$ cat src/hw/dps_pkg.sv
// Package for the drive power and retract sequencer.
// Assumes a single 100 MHz clock and synchronous pin inputs.
package dps_pkg;
   // Clock rate and timing
   localparam int unsigned CLK_HZ = 100000000;
   localparam int unsigned SPIN_TIMEOUT_S = 15;
   localparam longint unsigned SPIN_TIMEOUT_CYC =
      longint'(SPIN_TIMEOUT_S) * longint'(CLK_HZ);
   localparam int unsigned TMR_W = 32;
   // Minimum spindle speed, rpm
   localparam logic [15:0] MIN_RPM = 16'h0BB8;
   localparam logic [15:0] RPM_ZERO = 16'h0000;

   // Sequencer states
   typedef enum logic [2:0] {
      DPS_OFF,
      DPS_SPINUP,
      DPS_SEEK,
      DPS_READY,
      DPS_RETRACT
   } dps_state_type;

   // Monitored health inputs, all active high meaning good/ok
   typedef struct packed {
      logic ac_ok;
      logic p24_ok;
      logic p5_ok;
      logic motor_cool;
      logic blower_ok;
      logic breakers_closed;
      logic dc_in_tol;
      logic air_press_ok;
   } dps_health_type;

   // Commands from the controller
   typedef struct packed {
      logic seek;
      logic head_sel;
      logic read;
      logic write;
   } dps_cmd_type;
endpackage

$ cat src/hw/dps_seq.sv
// Power-up, power-hold and retract sequencer for a fixed disk drive.
// Assumes all pin inputs are synchronous to ref_clk_in; pick and hold
// inputs arrive already inverted to active high (ground = asserted).
`timescale 1ns/1ns

module dps_seq
   import dps_pkg::*;
#(
   parameter longint unsigned SPIN_CYC = SPIN_TIMEOUT_CYC
)
(
   input wire logic ref_clk_in,
   input wire logic rst_b_in,
   input wire logic remote_mode_in,
   input wire logic start_sw_in,
   input wire logic seq_pick_in,
   input wire logic seq_hold_in,
   input wire dps_health_type health_in,
   input wire logic [15:0] spindle_rpm_in,
   input wire logic select_req_in,
   input wire dps_cmd_type cmd_in,
   input wire logic seek_done_in,
   input wire logic heads_home_in,
   input wire logic [7:0] op_status_in,
   output logic motor_on_out,
   output logic brake_release_out,
   output logic retract_out,
   output logic rtz_seek_out,
   output logic seq_pick_out,
   output logic selected_out,
   output logic ready_out,
   output dps_cmd_type cmd_accept_out,
   output logic [7:0] op_status_out,
   output logic status_en_out
);

   dps_state_type state_r;
   dps_state_type state_nxt;
   logic [TMR_W-1:0] tmr_r;
   logic start_prev_r;
   logic selected_r;
   logic [7:0] status_r;
   logic fault;
   logic at_speed;
   logic start_press;
   logic run_req;
   logic power_drop;
   logic powered;
   logic tmr_done;

   // Retract fault gathering; any bad condition forces a retract
   // speed and supply loss
   assign at_speed = spindle_rpm_in >= MIN_RPM;
   // thermal, blower, breaker, DC and air faults
   assign fault = !health_in.ac_ok || !health_in.p24_ok ||
      !health_in.p5_ok || !health_in.motor_cool ||
      !health_in.blower_ok || !health_in.breakers_closed ||
      !health_in.dc_in_tol || !health_in.air_press_ok ||
      ((state_r == DPS_SEEK || state_r == DPS_READY) && !at_speed);

   assign start_press = start_sw_in && !start_prev_r;
   // remote start needs switch on plus pick and hold from controller
   // local mode alone may start without the controller
   assign run_req = remote_mode_in ?
      (start_sw_in && seq_pick_in && seq_hold_in) : start_press;
   // remote power holds while hold grounded and start on
   assign power_drop = remote_mode_in ?
      (!start_sw_in || (!seq_hold_in && !seq_pick_in) || !seq_hold_in)
      : start_press;
   assign tmr_done = tmr_r >= SPIN_CYC[TMR_W-1:0];
   assign powered = state_r == DPS_SEEK || state_r == DPS_READY;

   // Start switch edge detect for local toggling
   always_ff @(posedge ref_clk_in or negedge rst_b_in)
   begin
      if (!rst_b_in)
         start_prev_r <= 1'b0;
      else
         start_prev_r <= start_sw_in;
   end

   // Next-state logic; a fault wins over every other transition except retract back to off
   always_comb
   begin
      state_nxt = state_r;
      unique case (state_r)
         DPS_OFF:
            if (run_req && !fault)
               state_nxt = DPS_SPINUP;
         DPS_SPINUP:
            if (fault || power_drop)
               state_nxt = DPS_RETRACT;
            else if (tmr_done && at_speed)
               state_nxt = DPS_SEEK;
         DPS_SEEK:
            if (fault || power_drop)
               state_nxt = DPS_RETRACT;
            else if (seek_done_in)
               state_nxt = DPS_READY;
         DPS_READY:
            if (fault || power_drop)
               state_nxt = DPS_RETRACT;
         DPS_RETRACT:
            // Wait for heads home and start released before rearming
            if (heads_home_in && !start_sw_in)
               state_nxt = DPS_OFF;
      endcase
   end

   // State register
   always_ff @(posedge ref_clk_in or negedge rst_b_in)
   begin
      if (!rst_b_in)
         state_r <= DPS_OFF;
      else
         state_r <= state_nxt;
   end

   // Spin-up timer; saturates so a slow spindle just waits longer
   always_ff @(posedge ref_clk_in or negedge rst_b_in)
   begin
      if (!rst_b_in)
         tmr_r <= '0;
      else if (state_r != DPS_SPINUP)
         tmr_r <= '0;
      else if (!tmr_done)
         tmr_r <= tmr_r + 1'b1;
   end

   // Motor, brake and head outputs, registered from the next state
   always_ff @(posedge ref_clk_in or negedge rst_b_in)
   begin
      if (!rst_b_in)
      begin
         motor_on_out <= 1'b0;
         brake_release_out <= 1'b0;
         retract_out <= 1'b0;
         rtz_seek_out <= 1'b0;
      end
      else
      begin
         // motor stops and heads retract on retract state
         motor_on_out <= state_nxt inside {DPS_SPINUP, DPS_SEEK,
            DPS_READY};
         brake_release_out <= state_nxt inside {DPS_SPINUP, DPS_SEEK,
            DPS_READY};
         retract_out <= state_nxt == DPS_RETRACT;
         rtz_seek_out <= state_nxt == DPS_SEEK;
      end
   end

   // Daisy-chain pick forwarding, held off until our spindle is up
   always_ff @(posedge ref_clk_in or negedge rst_b_in)
   begin
      if (!rst_b_in)
         seq_pick_out <= 1'b0;
      else
         seq_pick_out <= seq_pick_in && powered && at_speed && !fault;
   end

   // Unit selection; dropped whenever power goes away
   always_ff @(posedge ref_clk_in or negedge rst_b_in)
   begin
      if (!rst_b_in)
         selected_r <= 1'b0;
      else
         selected_r <= select_req_in && powered;
   end

   // Ready, accepted commands and status toward the controller
   always_ff @(posedge ref_clk_in or negedge rst_b_in)
   begin
      if (!rst_b_in)
      begin
         ready_out <= 1'b0;
         cmd_accept_out <= '0;
         status_r <= 8'h00;
      end
      else
      begin
         // ready only after first seek with no fault
         ready_out <= state_r == DPS_READY && !fault;
         // commands only when selected and ready
         cmd_accept_out <= (selected_r && state_r == DPS_READY && !fault)
            ? cmd_in : '0;
         status_r <= selected_r ? op_status_in : 8'h00;
      end
   end

   assign selected_out = selected_r;
   assign op_status_out = status_r;
   // status lines driven as long as selected
   assign status_en_out = selected_r;

   // Assertions; all gathered here after the logic they guard
   // fault retracts heads
   AST_FAULT_RETRACT: assert property (@(posedge ref_clk_in)
      disable iff (!rst_b_in) (fault && powered) |=> retract_out)
      else $error("Fault did not retract heads");
   AST_SPEED_LOSS: assert property (@(posedge ref_clk_in)
      disable iff (!rst_b_in) (state_r == DPS_READY && !at_speed)
      |=> retract_out)
      else $error("Speed loss did not retract heads");
   AST_FAULT_MOTOR: assert property (@(posedge ref_clk_in)
      disable iff (!rst_b_in) (fault && state_r != DPS_OFF)
      |=> !motor_on_out)
      else $error("Motor still on after fault");
   AST_AIR_RETRACT: assert property (@(posedge ref_clk_in)
      disable iff (!rst_b_in)
      (!health_in.air_press_ok && state_r == DPS_READY)
      |=> state_r == DPS_RETRACT)
      else $error("Low air pressure ignored");
   AST_BREAKER: assert property (@(posedge ref_clk_in)
      disable iff (!rst_b_in)
      (!health_in.breakers_closed && state_r == DPS_SPINUP)
      |=> state_r == DPS_RETRACT)
      else $error("Open breaker ignored");
   AST_PICK_FWD: assert property (@(posedge ref_clk_in)
      disable iff (!rst_b_in) seq_pick_out |-> $past(at_speed))
      else $error("Pick forwarded before speed");
   AST_SEL_POWER: assert property (@(posedge ref_clk_in)
      disable iff (!rst_b_in) selected_out |-> $past(powered))
      else $error("Selected without power");
   AST_CMD_READY: assert property (@(posedge ref_clk_in)
      disable iff (!rst_b_in)
      (cmd_accept_out != '0) |-> $past(state_r) == DPS_READY)
      else $error("Command accepted while not ready");
   AST_STATUS: assert property (@(posedge ref_clk_in)
      disable iff (!rst_b_in)
      selected_out |=> op_status_out == $past(op_status_in, 1))
      else $error("Status not tracking while selected");
   AST_REMOTE_DROP: assert property (@(posedge ref_clk_in)
      disable iff (!rst_b_in) (remote_mode_in && !seq_pick_in &&
      !seq_hold_in && powered) |=> state_r == DPS_RETRACT)
      else $error("Pick and hold release did not power down");
   AST_REMOTE_START: assert property (@(posedge ref_clk_in)
      disable iff (!rst_b_in) (state_r == DPS_OFF && remote_mode_in
      && !seq_pick_in) |=> state_r == DPS_OFF)
      else $error("Remote start without pick");
   AST_REMOTE_HOLD: assert property (@(posedge ref_clk_in)
      disable iff (!rst_b_in) (state_r == DPS_READY && remote_mode_in &&
      seq_hold_in && start_sw_in && !fault) |=> state_r == DPS_READY)
      else $error("Remote hold did not keep power");
   AST_LOCAL_IDLE: assert property (@(posedge ref_clk_in)
      disable iff (!rst_b_in) (state_r == DPS_OFF && !remote_mode_in &&
      !start_press) |=> state_r == DPS_OFF)
      else $error("Local power-on without switch press");
   AST_READY_FAULT: assert property (@(posedge ref_clk_in)
      disable iff (!rst_b_in) ready_out |-> !$past(fault))
      else $error("Ready shown during fault");
   AST_RETRACT_READY: assert property (@(posedge ref_clk_in)
      disable iff (!rst_b_in) state_r == DPS_RETRACT |=> !ready_out)
      else $error("Ready shown during retract");
   AST_SEEK_SPEED: assert property (@(posedge ref_clk_in)
      disable iff (!rst_b_in) (state_r == DPS_SPINUP &&
      state_nxt == DPS_SEEK) |-> at_speed && tmr_done)
      else $error("Seek started early");
   AST_RTZ_START: assert property (@(posedge ref_clk_in)
      disable iff (!rst_b_in) $rose(rtz_seek_out) |->
      $past(tmr_done) && $past(at_speed))
      else $error("Return-to-zero seek started early");

   COV_READY: cover property (@(posedge ref_clk_in)
      disable iff (!rst_b_in) $rose(ready_out));
   COV_RETRACT: cover property (@(posedge ref_clk_in)
      disable iff (!rst_b_in) state_r == DPS_READY ##1 retract_out);
   COV_PICK: cover property (@(posedge ref_clk_in)
      disable iff (!rst_b_in) $rose(seq_pick_out));
   COV_CMD: cover property (@(posedge ref_clk_in)
      disable iff (!rst_b_in) cmd_accept_out.write);
   // Remote power-up seen at least once
   COV_REMOTE_UP: cover property (@(posedge ref_clk_in)
      disable iff (!rst_b_in) remote_mode_in && $rose(motor_on_out));

endmodule

$ cat config.mk
export PLATFORM = sky130hd
export DESIGN_NAME = dps_seq
export DESIGN_NICKNAME = d
export VERILOG_FILES = /design/src/hw/dps_pkg.sv /design/src/hw/dps_seq.sv
export SDC_FILE = /design/constraint.sdc
export NUM_CORES = 1
export LEC_CHECK = 0
export BUFFER_PORTS_ARGS = -buffer_cell sky130_fd_sc_hd__buf_2
export CORE_MARGIN = 2
export CORE_UTILIZATION = 43
export DETAILED_ROUTE_END_ITERATION = 12
export PLACE_DENSITY = 0.69
export SYNTH_ARGS = -nofsm -noshare
export SYNTH_HDL_FRONTEND = slang
export SYNTH_SLANG_ARGS = --single-unit
$ cat constraint.sdc
create_clock -name ref_clk_in -period 2.85 [get_ports ref_clk_in]
set_clock_uncertainty 0.2 [all_clocks]
set_input_delay 0.57 -clock ref_clk_in [delete_from_list [all_inputs] [get_ports ref_clk_in]]
set_output_delay 0.57 -clock ref_clk_in [all_outputs]
set_load 0.02 [all_outputs]
==> impl_metrics.tcl <==
set metrics [dict create \
    status "complete, no violations" \
    synth_cell_types 44 \
    synth.top_cell.area_share 0.516 \
    dp_hpwl_microns 3860 \
    drt-initial-drc-count 125 \
    dr.pass1.iters 4 \
    powerDensity_nw_per_um2 422 \
    vias 2187 \
    fin_tns_setup_ns 0 \
    ys_async_sr_fraction 1.00 \
    synth_edf_count 0 \
    die_w_microns 82 \
    period_needed_ns 2.66 \
    dieHeight_microns 82 \
    clock_sinks 54 \
    start_util 0.445 \
    synth.net_count 315 \
    rsz0062_at_grt "false" \
    gp_congestion 0.760 \
    grt_max_degree 55 \
    clockBufferDepth 2 \
    synthTopCellsByCount "54 x dfrtp_1, 20 x nor2_1, 18 x a21oi_1" \
    numCtsBuffers 5 \
    first_global_vias 2094 \
    dpl_cell_area_sq_um 3040 \
    drive_gt1_frac 0.248 \
    yosys_warnings 0 \
    whs_ns 0.0413 \
    cap_violations 0 \
    critPathMaxFanout 12 \
    crit_type "reg2reg" \
    cts.clk_slew.worst_paths_ns 0.10 \
    worstPathRequired_ns 2.88 \
    path_cells "or4_1, a211oi_2, o21ai_2, a211o_2, buf_4, or3_1, a21oi_1" \
    antenna_cells 0 \
    portBuffers 61 \
    vias_per_cell 5.33 \
    pwr-share-seq 0.573 \
    antenna_found_initial 0 \
    vdd_drop_max_uv 224 \
    slew_headroom 0.667 \
    final_hold_viol_count 0 \
    total_power_mw 1.34 \
    cp_slowest_cell "or4_1" \
    ant_nets 0 \
    syn2layout_area_growth_pct 21.0 \
    ys_seq_area_frac 0.516 \
    cts_post_setup_buffers_inserted 0 \
    setup_viol 0 \
    power_switching_mw 0.279 \
    yosys.area.top_type "dfrtp_1" \
    drv_slew 0 \
    drt_wl_total_microns 5330 \
    ys.flop_type "dfrtp_1" \
    synth.area.top_cells "dfrtp_1 52%, xnor2_1 4.0%, a21oi_1 3.4%" \
    route.detailed.drc 0 \
    nNetsFinal 381 \
    fmax_mhz 376 \
    cts_root_buffer "clkbuf_8" \
    reg2reg_depth 7 \
    cts_tree "yes" \
    track_usage 0.178 \
    htreeDepth 2 \
    boundaryPins 65 \
    syn_area_sq_um 2620 \
    fp.coreArea_sq_um 5890 \
    grt_pass1_wl_microns 9260 \
    synth_cells 268 \
    wire_per_inst_microns 13.0 \
    rows 28 \
    dieArea_sq_um 6720 \
    p_sw_frac 0.209 \
    post-route-period-util 0.932 \
    design_area_sq_um 3170 \
    slowest_delay_ns 0.54 \
    arrival_ns 2.68 \
    min_path_type "in2async" \
    comb_power_share 0.039 \
    synth.ff_latch_count 54 \
    leakagePower_nw 1.46 \
    critPathCaptureType "flop" \
    tightest_slew_ns 0.487 \
    avgSynthCellArea_sq_um 9.76 \
    clkPwrFrac 0.388 \
    p_int_mw 1.06 \
    globalRouteOverflowTotal 0 \
    yosysMostFrequentCell "dfrtp_1" \
    critPathLaunchType "flop" \
    clk_latency_ns 0.31 \
]
## worst paths after layout
check	from	endpoint	slack [ns]
max reg2reg	tmr_r[17]	tmr_r[22]	0.19
min reg2reg	tmr_r[30]	tmr_r[30]	0.31
min in group ref_clk_in	start_sw_in	start_prev_r	0.23
max	tmr_r[17]	tmr_r[22]	0.19
min	rst_b_in	start_prev_r	0.04
max in group asynchronous	rst_b_in	tmr_r[11]	2.16
## area by class of cell
| class | instances | area (sq um) |
|---|---|---|
| Sequential cell | 54 | 1350 |
| Fill cell | 543 | 2720 |
| Timing Repair Buffer | 69 | 378 |
| Clock buffer | 5 | 68.8 |
| Multi-Input combinational cell | 188 | 1170 |
| Clock inverter | 3 | 47.5 |
| Tap cell | 75 | 93.8 |
| Inverter | 16 | 60.1 |
## metal layers
metal  global-route usage  share of wire  vias up
li1                     -              -     1095
met1                0.214           0.43     1045
met2                0.319           0.53       45
met3               0.0396          0.035        2
met4               0.0500         0.0075        0
met5                    0              0        -
## worst max-delay path, delay by kind of cell, from the launching register on
family,cells,cell delay [ns]
flops,1,0.43
compound gates,4,0.88
buf+inv,1,0.18
simple gates,2,0.88
## flip-flops by register name, summed over array words and instances, names as in the netlist, 3 cells and up
signal / cells
cmd_accept_out: 4
op_status_out: 8
state_r: 3
tmr_r: 32
## power by group through the flow
| stage | clock, mW | sequential (mW) | combinational [mW] |
|---|---|---|---|
| 2_1_floorplan | 0 | 0.782 | 0.00539 |
| 3_3_place_gp | 0 | 0.782 | 0.0521 |
| 3_5_place_dp | 0 | 0.782 | 0.0535 |
| 4_1_cts | 0.538 | 0.766 | 0.0535 |
| 5_1_grt | 0.574 | 0.767 | 0.0602 |
| 6_report | 0.519 | 0.766 | 0.0515 |
## cell usage in the layout (no fill, tap or decap), types with 10 or more instances in the layout
| cell type | count |
|---|---|
| buf_2 | 61 |
| dfrtp_1 | 54 |
| nor2_1 | 20 |
| a21oi_1 | 18 |
| inv_1 | 16 |
| nand2_1 | 16 |
| and2_1 | 13 |
| o21ai_0 | 13 |
| xnor2_1 | 12 |
| and3_1 | 11 |
| or3_1 | 11 |
| nand3_1 | 10 |
## per-stage QoR
| stage | std cells | setup slack [ns] | util |
|---|---|---|---|
| 6_report | 410 | 0.193 | 0.538 |
| 3_5_place_dp | 402 | 0.154 | 0.517 |
| 4_1_cts | 410 | 0.120 | 0.537 |
| 5_1_grt | 410 | 0.0565 | 0.538 |
| 2_1_floorplan | 268 | 0.388 | - |
| 3_3_place_gp | 402 | 0.168 | 0.517 |
## cell families (layout without fill, tap and decap cells)
kind of cell	count (synthesis)	in the layout	synth area share
XOR/XNOR	12	12	0.0402
adder cells (fa/ha/maj)	3	3	0.0134
AO/OA/AOI/OAI	65	65	0.164
multiplexers	1	1	0.00383
AND/OR/NAND/NOR	107	107	0.221
buffers and inverters	26	93	0.0406
flip-flops	54	54	0.517
## repair_timing
item                       CTS  global route
hold buffers                 0             0
gates resized for setup      0             2
setup endpoints to repair    0             4
Power figures use the tool's default switching activity.
